<file path="src/common/gate_drive_pkg.sv">
// Package: timing constants and phase states of the push-pull gate drive
package gate_drive_pkg;

	// Core clock
	localparam int unsigned CLK_PERIOD_PS = 4000;              // 250 MHz

	// Supply selection encoding
	localparam logic SUPPLY_3V3 = 1'b0;
	localparam logic SUPPLY_5V0 = 1'b1;

	// Dead interval, printed figures in ns
	localparam int unsigned DEAD_3V3_NS = 150;
	localparam int unsigned DEAD_5V0_NS = 50;
	// Least time: round up to whole cycles
	localparam int unsigned DEAD_3V3_CYC = (DEAD_3V3_NS * 1000 + CLK_PERIOD_PS - 1) / CLK_PERIOD_PS;
	localparam int unsigned DEAD_5V0_CYC = (DEAD_5V0_NS * 1000 + CLK_PERIOD_PS - 1) / CLK_PERIOD_PS;

	// Switching rates in kHz: nominal start-up and operating rates, then range limits
	localparam int unsigned STARTUP_RATE_KHZ = 300;
	localparam int unsigned RATE_3V3_KHZ     = 360;
	localparam int unsigned RATE_5V0_KHZ     = 410;
	localparam int unsigned RATE_MIN_3V3_KHZ = 250;
	localparam int unsigned RATE_MAX_3V3_KHZ = 550;
	localparam int unsigned RATE_MAX_5V0_KHZ = 620;

	// Half period of the drain waveform in clock cycles: f_clk / (2 * rate)
	localparam int unsigned HALF_STARTUP_CYC = 250000 / (2 * STARTUP_RATE_KHZ);
	localparam int unsigned HALF_3V3_CYC     = 250000 / (2 * RATE_3V3_KHZ);
	localparam int unsigned HALF_5V0_CYC     = 250000 / (2 * RATE_5V0_KHZ);

	// Start-up phase length in drain periods before the nominal rate applies
	localparam int unsigned STARTUP_PERIODS = 16;

	// Counter widths
	localparam int unsigned CNT_W = 10;
	localparam int unsigned ST_W  = 5;

	localparam logic [CNT_W-1:0] CNT_ZERO = 10'h000;
	localparam logic [ST_W-1:0]  ST_ZERO  = 5'h00;

	// Output stage states
	typedef enum logic [1:0] {
		DRV_IDLE = 2'b00,
		DRV_A    = 2'b01,
		DRV_DEAD = 2'b10,
		DRV_B    = 2'b11
	} drv_state_t;

endpackage : gate_drive_pkg

</file>
<file path="src/hw/phase_divider.sv">
// Divider that turns the oscillator tick stream into a complementary 50% phase pair
`timescale 1ns/100ps
module phase_divider
	import gate_drive_pkg::*;
(
	// Clock and reset
	input  wire logic             mclk,
	input  wire logic             arst_n,
	input  wire logic             clk_en,
	// Control
	input  wire logic             run,
	input  wire logic [CNT_W-1:0] half_cyc,
	// Phase pair
	output logic                  phase_s,
	output logic                  phase_s_n,
	output logic                  toggle
);
	import gate_drive_pkg::*;

	logic [CNT_W-1:0] cnt_q;
	logic             ph_q;
	logic             wrap;

	// Terminal count marks the half-period boundary
	assign wrap      = run && (cnt_q >= half_cyc - 10'h001);
	assign phase_s   = ph_q;
	assign phase_s_n = ~ph_q;
	assign toggle    = wrap;

	// Equal halves give 50% duty on each phase
	always_ff @(posedge mclk or negedge arst_n) begin
		if (!arst_n) begin
			cnt_q <= CNT_ZERO;
			ph_q  <= 1'b0;
		end else if (clk_en) begin
			if (!run) begin
				cnt_q <= CNT_ZERO;
				ph_q  <= 1'b0;
			end else if (wrap) begin
				cnt_q <= CNT_ZERO;
				ph_q  <= ~ph_q;
			end else begin
				cnt_q <= cnt_q + 10'h001;
			end
		end
	end

endmodule : phase_divider

</file>
<file path="src/hw/push_pull_gate_drive_dead_time.sv">
// Push-pull gate drive: divider, dead-time logic and open-drain output stage
// Notes on behaviour
// - Divider yields two complementary phases, each high half the period.
// - Oscillator feeds divider then dead-time logic; outputs drive both transistors.
// - Both output switches conduct alternately, each transformer half every cycle.
// - After each high pulse both gates low before the other rises.
// - Dead interval about 150 ns at 3.3 V, 50 ns at 5 V.
// - Switching rate 250-550 kHz at 3.3 V, 300-620 kHz at 5 V.
// - Switching starts near 300 kHz as supply comes up.
// - With supply removed both drains are high impedance.
`timescale 1ns/100ps
module push_pull_gate_drive_dead_time
	import gate_drive_pkg::*;
(
	// Clock, reset and enable
	input  wire logic mclk,
	input  wire logic arst_n,
	input  wire logic clk_en,
	// Supply status pins
	input  wire logic supply_ok,
	input  wire logic supply_sel,
	// Gate controls
	output logic      gate_a,
	output logic      gate_b,
	// Open-drain drains, enable low while pulling low
	output logic      drain_out_a,
	output logic      drain_out_a_oe_n,
	output logic      drain_out_b,
	output logic      drain_out_b_oe_n
);
	import gate_drive_pkg::*;

	// Cycle count of the dead interval for the selected supply
	function automatic logic [CNT_W-1:0] dead_cycles(input logic sel);
		dead_cycles = (sel == SUPPLY_5V0) ? CNT_W'(DEAD_5V0_CYC) : CNT_W'(DEAD_3V3_CYC);
	endfunction : dead_cycles

	// Half period in cycles: start-up rate first, then the selected supply's rate
	function automatic logic [CNT_W-1:0] half_cycles(input logic early, input logic sel);
		if (early) begin
			half_cycles = CNT_W'(HALF_STARTUP_CYC);
		end else if (sel == SUPPLY_5V0) begin
			half_cycles = CNT_W'(HALF_5V0_CYC);
		end else begin
			half_cycles = CNT_W'(HALF_3V3_CYC);
		end
	endfunction : half_cycles

	// Pin synchronisers: the pins are asynchronous to mclk, so nothing but the
	// second stage is read; the first stage may still be settling
	logic ok_s1_q, ok_s2_q;
	logic sel_s1_q, sel_s2_q;

	always_ff @(posedge mclk or negedge arst_n) begin
		if (!arst_n) begin
			ok_s1_q  <= 1'b0;
			ok_s2_q  <= 1'b0;
			sel_s1_q <= 1'b0;
			sel_s2_q <= 1'b0;
		end else if (clk_en) begin
			ok_s1_q  <= supply_ok;
			ok_s2_q  <= ok_s1_q;
			sel_s1_q <= supply_sel;
			sel_s2_q <= sel_s1_q;
		end
	end

	// Start-up tracking: count drain periods at the start-up rate
	logic [ST_W-1:0] st_cnt_q;
	logic            started_q;
	logic            run;
	logic            toggle;
	logic            phase_s;
	logic            phase_s_n;
	logic [CNT_W-1:0] half_cyc;
	logic [CNT_W-1:0] dead_len;
	logic             sel_run_q;

	// The sequence only runs while the supply is seen present
	assign run = ok_s2_q;
	// Start at 300 kHz, then settle at the supply's nominal rate
	assign half_cyc = half_cycles(!started_q, sel_run_q);
	assign dead_len = dead_cycles(sel_run_q);

	always_ff @(posedge mclk or negedge arst_n) begin
		if (!arst_n) begin
			st_cnt_q  <= ST_ZERO;
			started_q <= 1'b0;
		end else if (clk_en) begin
			if (!run) begin
				st_cnt_q  <= ST_ZERO;
				started_q <= 1'b0;
			end else if (toggle && phase_s && !started_q) begin
				st_cnt_q  <= st_cnt_q + 5'h01;
				started_q <= (st_cnt_q == ST_W'(STARTUP_PERIODS - 1));
			end
		end
	end

	// Divider producing the complementary phase pair
	phase_divider u_div (
		.mclk      (mclk),
		.arst_n    (arst_n),
		.clk_en    (clk_en),
		.run       (run),
		.half_cyc  (half_cyc),
		.phase_s   (phase_s),
		.phase_s_n (phase_s_n),
		.toggle    (toggle)
	);

	// Dead-time logic: the gate of the new phase waits out the dead interval.
	// IDLE holds both gates off, DEAD counts the gap, A and B follow the divider
	// phase and drop as soon as it turns, so every gap but the first after IDLE trails a falling gate
	drv_state_t       state_q, state_d;
	logic [CNT_W-1:0] dead_q, dead_d;
	logic             dead_done;

	assign dead_done = (dead_q >= dead_len - 10'h001);

	always_comb begin
		state_d = state_q;
		dead_d  = CNT_ZERO;
		unique case (state_q)
			DRV_IDLE: begin
				if (run) state_d = DRV_DEAD;
			end
			DRV_A: begin
				if (!run || !phase_s) state_d = DRV_DEAD;
			end
			DRV_B: begin
				if (!run || !phase_s_n) state_d = DRV_DEAD;
			end
			DRV_DEAD: begin
				dead_d = dead_q + 10'h001;
				if (!run) begin
					state_d = DRV_IDLE;
				end else if (dead_done) begin
					// Always honour the divider phase so widths stay balanced
					state_d = phase_s ? DRV_A : DRV_B;
				end
			end
		endcase
	end

	always_ff @(posedge mclk or negedge arst_n) begin
		if (!arst_n) begin
			state_q     <= DRV_IDLE;
			dead_q      <= CNT_ZERO;
		end else if (clk_en) begin
			state_q     <= state_d;
			dead_q      <= dead_d;
		end
	end

	// Supply choice is taken while idle and held for the whole run: a select pin that
	// moves mid-run cannot give the two halves of a period different lengths
	always_ff @(posedge mclk or negedge arst_n) begin
		if (!arst_n) begin
			sel_run_q <= SUPPLY_3V3;
		end else if (clk_en) begin
			if (state_q == DRV_IDLE) begin
				sel_run_q <= sel_s2_q;
			end
		end
	end

	// Second, independent break-before-make lock on the registered gates: it counts
	// cycles with both gates low, and a gate may only rise once the dead interval has
	// gone by, even if a fault ever let the sequencer skip its dead state
	logic [CNT_W-1:0] off_q;
	logic             off_ok;

	assign off_ok = (off_q >= dead_len - 10'h001);

	always_ff @(posedge mclk or negedge arst_n) begin
		if (!arst_n) begin
			off_q <= CNT_ZERO;
		end else if (clk_en) begin
			if (gate_a || gate_b) begin
				off_q <= CNT_ZERO;
			end else if (off_q != 10'h3FF) begin
				off_q <= off_q + 10'h001;
			end
		end
	end

	// Registered gates; the states are exclusive and the guard adds a second lock,
	// so a gate rises only while the other is low and the dead interval is over
	logic gate_a_d, gate_b_d;
	assign gate_a_d = (state_d == DRV_A) && !gate_b && (gate_a || off_ok);
	assign gate_b_d = (state_d == DRV_B) && !gate_a && (gate_b || off_ok);

	// Gate controls; low through reset and whenever the sequence is idle
	always_ff @(posedge mclk or negedge arst_n) begin
		if (!arst_n) begin
			gate_a <= 1'b0;
			gate_b <= 1'b0;
		end else if (clk_en) begin
			gate_a <= gate_a_d;
			gate_b <= gate_b_d;
		end
	end

	// Open-drain stage: the data bit is always low and the enable alone switches the
	// drain; an enable high leaves the drain floating, also the state after reset
	always_ff @(posedge mclk or negedge arst_n) begin
		if (!arst_n) begin
			drain_out_a      <= 1'b0;
			drain_out_a_oe_n <= 1'b1;
			drain_out_b      <= 1'b0;
			drain_out_b_oe_n <= 1'b1;
		end else if (clk_en) begin
			drain_out_a      <= 1'b0;
			drain_out_a_oe_n <= ~gate_a_d;
			drain_out_b      <= 1'b0;
			drain_out_b_oe_n <= ~gate_b_d;
		end
	end

endmodule : push_pull_gate_drive_dead_time

</file>
<file path="config.mk">
export PLATFORM = sky130hd
export DESIGN_NAME = push_pull_gate_drive_dead_time
export DESIGN_NICKNAME = d
export VERILOG_FILES = /design/src/common/gate_drive_pkg.sv /design/src/hw/phase_divider.sv /design/src/hw/push_pull_gate_drive_dead_time.sv
export SDC_FILE = /design/constraint.sdc
export NUM_CORES = 1
export LEC_CHECK = 0
export ABC_AREA = 1
export BUFFER_PORTS_ARGS = -buffer_cell sky130_fd_sc_hd__buf_2
export CORE_UTILIZATION = 27
export DETAILED_ROUTE_END_ITERATION = 10
export MAX_ROUTING_LAYER = met4
export PLACE_DENSITY_LB_ADDON = 0.12
export SETUP_SLACK_MARGIN = 0.15
export SLEW_MARGIN = 25
export SYNTH_ARGS = -nofsm -noshare
export SYNTH_HDL_FRONTEND = slang
export SYNTH_SLANG_ARGS = --single-unit
</file>
<file path="constraint.sdc">
create_clock -name mclk -period 4.1 [get_ports mclk]
set_clock_uncertainty 0.15 [all_clocks]
set_input_delay 0.615 -clock mclk [delete_from_list [all_inputs] [get_ports mclk]]
set_output_delay 0.615 -clock mclk [all_outputs]
set_load 0.02 [all_outputs]
</file>
# ---- Word-level counts from Yosys, hierarchy flattened
# Index checks and enable logic that the tools add are counted.
dict set report classes {
  magnitude_cmp 3
  eq_ne 9
  n_reduce_logical 23
  n_bitwise 3
  n_mux 21
  n_addsub 6
}
# cell n
set ops {}
lappend ops {{10-bit 2-to-1 mux} 6}
lappend ops {{10-bit by 1-bit adder with 10-bit output (second input constant)} 3}
lappend ops {{10-bit greater-or-equal comparator} 3}
lappend ops {{2-bit 2-to-1 mux} 6}
lappend ops {{5-bit 2-to-1 mux} 2}
lappend ops {{10-bit != test (second input constant)} 1}
lappend ops {{10-bit by 1-bit subtractor with 10-bit output (second input constant)} 1}
lappend ops {{2-bit case mux with 4 select lines} 1}
lappend ops {{2-bit AND reduction} 4}
lappend ops {{1-bit logical AND} 7}
lappend ops {{7-bit 2-to-1 mux} 1}
lappend ops {{6-bit by 1-bit subtractor with 7-bit output (second input constant)} 1}
lappend ops {{2-bit equality test (second input constant)} 3}
lappend ops {{6-bit 2-to-1 mux} 1}
lappend ops {{5-bit by 1-bit adder with 5-bit output (second input constant)} 1}
lappend ops {{5-bit by 4-bit equality test with 1-bit output (second input constant)} 1}
lappend ops {{1-bit zero test} 5}
lappend ops {{1-bit logical OR} 5}
lappend ops {{2-bit by 1-bit equality test with 1-bit output (second input constant)} 2}
lappend ops {{1-bit 2-to-1 mux} 4}
lappend ops {{2-bit by 1-bit != test with 1-bit output (second input constant)} 2}
lappend ops {{1-bit NOT} 3}
lappend ops {{2-bit zero test} 1}
lappend ops {{2-bit nonzero test} 1}
dict set report word_totals {
  wordCells 81
  regBits 48
  out_inout_bits 6
  input_bits 5
}

# ---- Logic depth before layout (Yosys ltp)
# Gate-level depths: netlist (run 1).
dict set report logic_depth {
  ltp_word 10
  ltp_mapped 15
  mapped_depth_nobuf 15
}

# ---- Cells and area by module
# From an unflattened synthesis (run 1), not the netlist that was laid out.
dict set report hier_totals {
  hier_cells 395
  area_unflattened_um2 3032.9
}
# module cells_each seq_area_each_um2 n_inst area_per_inst_um2
set by_module_without_submodules {}
lappend by_module_without_submodules {push_pull_gate_drive_dead_time 261 928.4 1 2055.7}
lappend by_module_without_submodules {phase_divider 134 275.3 1 977.2}

# ---- Least setup slack after synthesis (run 1)
# OpenSTA, ideal clock, no wires.
dict set report synth_timing {
  path_kind {flip-flop to flip-flop}
  from {register sel_run_q}
  to {register st_cnt_q[4]}
  setup_time_ns 0.117
  n_path_buf 1
  t_arrival_ns 1.772
  path_slack_ns 2.061
  path_stages_with_launch 14
  cell_sequence {dfrtp_1 -> inv_1 -> nand2_1 -> ha_1 -> inv_1 -> a211oi_2 -> nand3b_1 -> nand3b_2 -> nand2_4 -> inv_4 -> nand2_2 -> buf_6 -> nand2_1 -> o21ai_2}
}
dict set report synth_between {
  elab_chain_len 9
}
# element line_no
set synth_rtl {}
lappend synth_rtl {{start, declared} push_pull_gate_drive_dead_time.sv:77} ;# logic sel_run_q;
lappend synth_rtl {{start signal, assigned} push_pull_gate_drive_dead_time.sv:163} ;# sel_run_q <= sel_s2_q;
lappend synth_rtl {{7-bit 2-to-1 mux} push_pull_gate_drive_dead_time.sv:42} ;# end else if (sel == SUPPLY_5V0) begin
lappend synth_rtl {{10-bit 2-to-1 mux} push_pull_gate_drive_dead_time.sv:40} ;# if (early) begin
lappend synth_rtl {{10-bit by 1-bit subtractor with 10-bit output} phase_divider.sv:25} ;# assign wrap = run && (cnt_q >= half_cyc - 10'h001);
lappend synth_rtl {{10-bit greater-or-equal comparator} phase_divider.sv:25}
lappend synth_rtl {{1-bit logical AND} phase_divider.sv:25}
lappend synth_rtl {{1-bit logical AND (2 in series)} push_pull_gate_drive_dead_time.sv:93} ;# end else if (toggle && phase_s && !started_q) begin
lappend synth_rtl {{2-bit by 1-bit != test with 1-bit output (no line)} --}
lappend synth_rtl {{2-bit AND reduction (no line)} --}
lappend synth_rtl {{end signal, assigned} push_pull_gate_drive_dead_time.sv:94} ;# st_cnt_q <= st_cnt_q + 5'h01;
lappend synth_rtl {{end, declared} push_pull_gate_drive_dead_time.sv:69} ;# logic [ST_W-1:0] st_cnt_q;
# Every way passes these cells.
# A chain may end at the register's enable or synchronous reset.

# ---- Worst setup path in the final report (run 1)
dict set report layout_timing {
  from {register sel_run_q}
  to {register st_cnt_q[1]}
}
# Same word-level chain as after synthesis.

==> reports/results.txt, run 1 <==
Outcome -> complete, no violations
Mean post-synth cell area -> 8.098 um2
Reg2reg start -> sel_run_q
Worst setup EP type -> register
Cell area after placement -> 3045 um2
Core Area -> 10320 um2
Mapped Area -> 2883 um2
Hold Vio Cnt, Final -> 0
Crit Path Class -> reg -> reg
Clock Path Buffers -> 2
Die Y -> 105.3 um
GRT Overall Usage -> 0.1277
GR peak layer -> met2
CTS H-tree lvls -> 2
Worst EP arrival -> 2.48 ns
Fmax -> 409.7 MHz
Period utilization -> 0.5954
Post-synth EDFFs -> 0
Clk sinks -> 48
Register area share after synthesis -> 0.4175
CTS buffer count -> 5
Hold Buf Count CTS -> 0
Total negative slack -> 0 ns
Most numerous cell in the Yosys netlist -> nand2_1
Leading cell types by count after synthesis -> nand2_1, dfrtp_1, inv_1
Yosys reg bits -> 48
Post-DP HPWL -> 4.425 mm
Fill cells -> 1121
Port-buffer cells -> 8
Number of global-route vias before repair -> 2292
Worst Hold Class -> in -> async
Area leader, netlist -> dfrtp_1
Multi-input logic area -> 1456 um2
# rows -> 37
Min Clock Period, post-route -> 2.441 ns
Routing usage on met1 -> 0.1618
Final Max Slew Viols -> 0
Met3 Resource Use GR -> 0.02288
CTS tree -> yes
Max Cap Viol -> 0
# DRC -> 0
CP Launch Type -> register
Width of the die -> 105.3 um
Post-CTS setup buffers -> 0
Post-synthesis instance total -> 356
Drt wl/cell -> 12.12 um
M2 GR Usage -> 0.2129
DIE AREA -> 11090 um2
Initial Utilization -> 0.2792
Reg area -> 1204 um2
ANT nets after route -> 0
Slew margin rel. -> 0.5221
DR vias/cell -> 4.460
Area grow syn2layout -> 9.375%
Pwr dens -> 477.7 nW/um2
Slew @ Worst Pin -> 0.7168 ns
Worst R2R End -> st_cnt_q[1]
Post-CTS sizing -> 0
Cell variety after synth -> 43
Clock Tree Root -> clkbuf_8
Design Area, Final -> 3153 um2
Largest net degree at the start of global routing -> 33
Synth warn -> 0
Share of the synthesized area in the top cell type -> 0.3993
Post-synth ARST share -> 1.000
Via count -> 2239
Drt pass-1 iters -> 4
Initial antenna violation count -> 0
Worst Path Required -> 4.13 ns
Peak supply drop -> 190.5 uV
Total Routed Length -> 6.082 mm
DRT iter0 DRCs -> 106
Layout cells sized above 1 -> 0.1339
Main area contributors after synthesis -> dfrtp_1, nand2_1, ha_1
Global-route wire length before repair -> 11.12 mm
Final Setup Violations -> 0
Static leakage -> 1.495 nW
Ant diodes -> 0
Worst Reg-to-Reg Cells -> 12
Ys flop type -> dfrtp_1
GP Congestion -> 0.8154
Total global routing overflow -> 0
CP max FO -> 12
Fin nets -> 388
# IOs -> 11
CTS clk-pin slew, worst paths -> 0.10 ns
R2r setup slk -> 1.66 ns
Worst-Skew Late Latency -> 0.30 ns
Unrepaired setup endpoints after global routing -> false
## registers in the layout, indices dropped and copies added (netlist names)
| signal | count |
|---|---|
| dead_q | 10 |
| drain_out_a_oe_n | 1 |
| drain_out_b_oe_n | 1 |
| gate_a | 1 |
| gate_b | 1 |
| off_q | 10 |
| ok_s1_q | 1 |
| ok_s2_q | 1 |
| sel_run_q | 1 |
| sel_s1_q | 1 |
| sel_s2_q | 1 |
| st_cnt_q | 5 |
| started_q | 1 |
| state_q | 2 |
| u_div.cnt_q | 10 |
| u_div.phase_s | 1 |
## routing by layer
layer  vias to the layer above  share of wire
met5                         -              0
met3                         2          0.021
met1                      1042           0.51
met2                        17           0.47
met4                         0         0.0041
li1                       1178              -
## kinds of logic (layout without fill, tap and decap cells)
kind of cell | after synthesis | in the layout | synth area share
AND/OR/NAND/NOR | 180 | 180 | 0.3004
buffers and inverters | 53 | 61 | 0.07986
AO/OA/AOI/OAI | 50 | 50 | 0.1046
flip-flops | 48 | 48 | 0.4175
adder cells (fa/ha/maj) | 18 | 18 | 0.07813
XOR/XNOR | 6 | 6 | 0.01823
other | 1 | 3 | 0.001301
## cell usage in the layout, fill, tap and decap left out, types with 3 or more instances in the layout
cell type / instances
o21ai_2: 6
nand4_1: 8
dfrtp_1: 46
inv_2: 3
clkbuf_8: 5
inv_1: 40
conb_1: 3
o21ai_0: 19
nand2_2: 6
nand2_1: 83
nor3b_1: 4
nor2_1: 31
ha_1: 18
xor2_1: 5
or2_2: 3
nand3_1: 21
buf_2: 8
nor3_1: 11
a21oi_1: 15
## worst max-delay path by stage
stage	startpoint	end	slack (ns)	cells past startpoint
floorplan	sel_run_q	st_cnt_q[4]	2.06	13
global placement	sel_run_q	st_cnt_q[4]	1.63	11
detailed placement	sel_run_q	st_cnt_q[1]	1.61	13
CTS	sel_run_q	st_cnt_q[1]	1.59	13
global route	sel_run_q	st_cnt_q[4]	1.40	12
finish	sel_run_q	st_cnt_q[1]	1.66	12
## through the flow
stage               utilization  setup WS [ns]  hold slack, ns  instances  power [W]
floorplan                     -          2.061          0.1694        358   0.001036
global placement         0.2950          1.625          0.3049        494   0.001171
detailed placement       0.2950          1.609          0.3097        494   0.001174
CTS                      0.3054          1.590          0.2403        502   0.001534
global route             0.3054          1.405          0.2625        502   0.001656
finish                   0.3054          1.659          0.2103        502   0.001506
## final cells by class
type	instances	share of cell area
clock buffer	6	0.02302
clock inverter	2	0.01111
inverter	44	0.05317
multi-input combinational	257	0.4619
sequential	48	0.3817
tap	136	0.05397
timing repair buffer	9	0.01508
## critical path, stage by stage (launching register included)
cell	delay (ns)
dfrtp_1	0.46
inv_1	0.20
nand2_1	0.14
ha_1	0.29
inv_1	0.04
a211oi_2	0.17
nand3b_1	0.12
nand3b_2	0.13
nand2_4	0.09
inv_4	0.13
nand2_2	0.20
nand2_1	0.14
o21ai_2	0.06
## power breakdown
group | total [W] | switching, W | internal [W]
sequential | 0.000659 | 0.0000971 | 0.000562
clock | 0.000350 | 0.000168 | 0.000182
combinational | 0.000497 | 0.000320 | 0.000178
total | 0.00151 | 0.000585 | 0.000921
No activity file was read; power rests on OpenSTA's default activity.
==> run 2, diff against run 1 <==
--- a/config.mk
+++ b/config.mk
@@ -5,7 +5,7 @@
 export SDC_FILE = /design/constraint.sdc
 export NUM_CORES = 1
 export LEC_CHECK = 0
-export ABC_AREA = 1
+export ABC_AREA = 0
 export BUFFER_PORTS_ARGS = -buffer_cell sky130_fd_sc_hd__buf_2
 export CORE_UTILIZATION = 27
 export DETAILED_ROUTE_END_ITERATION = 10
==> constraint.sdc (replaced) <==
create_clock -name mclk -period 2.28 [get_ports mclk]
set_clock_uncertainty 0.15 [all_clocks]
set_input_delay 0.342 -clock mclk [delete_from_list [all_inputs] [get_ports mclk]]
set_output_delay 0.342 -clock mclk [all_outputs]
set_load 0.02 [all_outputs]
==> run 2 against run 1 <==
The run now ends with setup timing left. Synthesized cell count is 16% lower. Wire length is 1.2% higher. Highest routed layer unchanged. Hold slack worse by 0.094 ns. Via count is 3.8% lower. Largest cell class unchanged. Critical path type unchanged.
==> reports/results.txt, run 2 <==
Final Max Slew Viols -> 0 (unchanged)
Initial antenna violation count -> 0 (unchanged)
CP top delay family -> simple AND/OR/NAND/NOR gates (unchanged)
Final Setup Violations -> 1 (was 0)
CP Launch Type -> register (unchanged)
Via count -> 2155 (was 2239)
Static leakage -> 1.446 nW (was 1.495 nW)
Flop pwr share -> 0.512 (was 0.438)
Leading cell types by count after synthesis -> dfrtp_1, nand2_1, nor2_1 (was nand2_1, dfrtp_1, inv_1)
Mean post-synth cell area -> 9.102 um2 (was 8.098 um2)
Min Clock Period, post-route -> 2.295 ns (was 2.441 ns)
P_sw -> 0.0006653 W (was 0.0005848 W)
Failing checks -> setup timing
Share of the synthesized area in the top cell type -> 0.4230 (was 0.3993)
Drt pass-1 iters -> 4 (unchanged)
Core Area -> 9774 um2 (was 10320 um2)
Ys flop type -> dfrtp_1 (unchanged)
ANT nets after route -> 0 (unchanged)
Clock Tree Root -> clkbuf_8 (unchanged)
Worst-Skew Late Latency -> 0.30 ns (about the same)
Worst path cell trace -> inv_2, nand2_4, ha_4, nand2b_4, a31oi_1, o21ai_1, a41oi_2, buf_12, or4_1, o221ai_1 (was inv_1, nand2_1, ha_1, inv_1, a211oi_2, nand3b_1, nand3b_2, nand2_4, inv_4, nand2_2, nand2_1, o21ai_2)
# IOs -> 11 (unchanged)
Clk pwr share -> 0.265 (was 0.232)
Post-synthesis instance total -> 299 (was 356)
Initial Utilization -> 0.2784 (was 0.2792)
Max Cap Viol -> 0 (unchanged)
Peak supply drop -> 242.2 uV (was 190.5 uV)
DR vias/cell -> 4.695 (was 4.460)
Clock Path Buffers -> 2 (unchanged)
CP peak stage delay -> 0.50 ns (was 0.46 ns)
Placed Cells -> 447 (was 494)
Crit Path Class -> reg -> reg (unchanged)
Port-buffer cells -> 8 (unchanged)
Unrepaired setup endpoints after global routing -> true (was false)
Power share of the combinational group -> 0.223 (was 0.330)
# DRC -> 0 (unchanged)
Synth warn -> 0 (unchanged)
CTS buffer count -> 5 (unchanged)
Total global routing overflow -> 0 (unchanged)
Final Util -> 0.3373 (was 0.3054)
Switching share of power -> 0.3244 (was 0.3882)
Slowest-stage cell, CP -> or4_1 (was dfrtp_1)
Layout cells sized above 1 -> 0.2147 (was 0.1339)
Fin nets -> 348 (was 388)
Power consumption -> 0.002051 W (was 0.001506 W)
Internal Power -> 0.001385 W (was 0.0009215 W)
Slew margin rel. -> 0.6660 (was 0.5221)
Main area contributors after synthesis -> dfrtp_1, ha_1, nand3_1 (was dfrtp_1, nand2_1, ha_1)
Outcome -> finished, violations left (was complete, no violations)
Yosys reg bits -> 48 (unchanged)
Number of global-route vias before repair -> 2178 (was 2292)
Global-route wire length before repair -> 10.65 mm (was 11.12 mm)
Biggest regs -> dead_q: 10 flops, off_q: 10 flops, u_div.cnt_q: 10 flops (unchanged)
Ant diodes -> 0 (unchanged)
Hold Vio Cnt, Final -> 0 (unchanged)
# rows -> 36 (was 37)
CTS clk-pin slew, worst paths -> 0.09 ns (was 0.10 ns)
Period utilization -> 1.006 (was 0.5954)
Worst Path Required -> 2.35 ns (was 4.13 ns)
Area leader, netlist -> dfrtp_1 (unchanged)
GRT Overall Usage -> 0.1355 (was 0.1277)
Total Routed Length -> 6.152 mm (was 6.082 mm)
Cell variety after synth -> 43 (unchanged)
WP buf/inv -> 2 (was 3)
Worst Hold Class -> in -> reg (was in -> async)
DIE AREA -> 10480 um2 (was 11090 um2)
Worst setup EP type -> register (unchanged)
Post-synth EDFFs -> 0 (unchanged)
Drt wl/cell -> 13.40 um (was 12.12 um)
DRT iter0 DRCs -> 58 (was 106)
Post-DP HPWL -> 4.256 mm (was 4.425 mm)
Area grow syn2layout -> 21.15% (was 9.375%)
Most numerous cell in the Yosys netlist -> dfrtp_1 (was nand2_1)
Register area share after synthesis -> 0.4423 (was 0.4175)
Largest net degree at the start of global routing -> 31 (was 33)
CP max FO -> 8 (was 12)
Die Y -> 102.4 um (was 105.3 um)
Pre-CTS WS -> -0.03278 ns (was 1.609 ns)
Width of the die -> 102.4 um (was 105.3 um)
Most common cell after layout, fill and taps aside -> dfrtp_1 (was nand2_1)
Setup ws final -> -0.01457 ns (was 1.659 ns)
Mapped Area -> 2721 um2 (was 2883 um2)
Pwr dens -> 622.0 nW/um2 (was 477.7 nW/um2)
Commonest cells after routing, fill and taps aside -> dfrtp_1, nand2_1, nor2_1 (was nand2_1, dfrtp_1, inv_1)
Post-synth ARST share -> 1.000 (unchanged)
CTS tree -> yes (unchanged)
Fmax -> 435.8 MHz (was 409.7 MHz)
Clk sinks -> 48 (unchanged)
Slew @ Worst Pin -> 0.5010 ns (was 0.7168 ns)
Worst EP arrival -> 2.37 ns (was 2.48 ns)
CTS H-tree lvls -> 2 (unchanged)
Final Non-Filler Cells -> 459 (was 502)
GP Congestion -> 0.7473 (was 0.8154)
-- run 2: changes by cell type after synthesis, sizes merged, moves of 4 or more --
cell,delta
nand2,-62
inv,-20
nor3,-10
o21ai,-9
nor2,-7
and3,+6
xor2,+6
mux2,+5
o221ai,+5
clkbuf,+4
or3,+4
-- run 2: what timing repair did --
item	in CTS	in global routing
endpoints found under the hold margin	16	0
pin swaps	6	9
buffers inserted	1	2
resized for setup	9	17
setup endpoints to repair	20	24
hold buffers	1	0
-- run 2: power by group through the flow --
| stage | sequential (W) | clock (W) | combinational, W |
|---|---|---|---|
| after floorplan | 0.00103 | 0 | 0.000294 |
| after global placement | 0.00107 | 0 | 0.000420 |
| after detailed placement | 0.00107 | 0 | 0.000420 |
| after CTS | 0.00105 | 0.000575 | 0.000435 |
| after global routing | 0.00107 | 0.000616 | 0.000540 |
| final | 0.00105 | 0.000543 | 0.000457 |
-- run 2: final timing paths --
path	start	end	slack [ns]	cells after the start
hold / removal	supply_ok	ok_s1_q	0.12	2
max in group asynchronous	arst_n	sel_run_q	1.06	3
setup / recovery	sel_run_q	st_cnt_q[0]	-0.01	10
hold reg to reg	ok_s1_q	ok_s2_q	0.34	2
min in group asynchronous	arst_n	off_q[5]	0.39	2
setup reg to reg	sel_run_q	st_cnt_q[0]	-0.01	10
-- run 2: metal layers --
metal | up-vias | wire length, um | share of wire | GRT usage
met1 | 1041 | 3086 | 0.50 | 0.1779
li1 | 1093 | - | - | -
met2 | 16 | 2911 | 0.47 | 0.2158
met3 | 5 | 102 | 0.017 | 0.02257
met4 | 0 | 52 | 0.0085 | 0.03626
met5 | - | 0 | 0 | -
-- run 2: layout make-up --
type / count / area, um2
clock buffer: 6 / 82.58
multi-input combinational: 214 / 1496
clock inverter: 2 / 10.01
inverter: 24 / 90.09
sequential: 48 / 1204
tap: 133 / 166.4
fill: 1029 / 6477
timing repair buffer: 32 / 247.7
-- run 2: logic make-up after synthesis --
kind of cell / synth area share
other: 0.001378
multiplexers: 0.02069
XOR/XNOR: 0.04827
flip-flops: 0.4423
AND/OR/NAND/NOR: 0.2156
buffers and inverters: 0.05977
AO/OA/AOI/OAI: 0.1292
adder cells (fa/ha/maj): 0.08276
-- run 2: worst reg2reg max path, cell delays in order (launching register included) --
cell,delay (ns)
dfrtp_1,0.41
inv_2,0.08
nand2_4,0.06
ha_4,0.26
nand2b_4,0.10
a31oi_1,0.07
o21ai_1,0.17
a41oi_2,0.16
buf_12,0.17
or4_1,0.51
o221ai_1,0.08
-- run 2: per-stage QoR --
stage	setup TNS, ns	instance area (um2)	hold slack [ns]
finish	-0.01457	3297	0.1165
CTS	0	3187	0.1020
global route	-0.5355	3297	0.1056
floorplan	0	2729	-0.1036
global placement	0	3038	0.1992
detailed placement	-0.08882	3038	0.1940
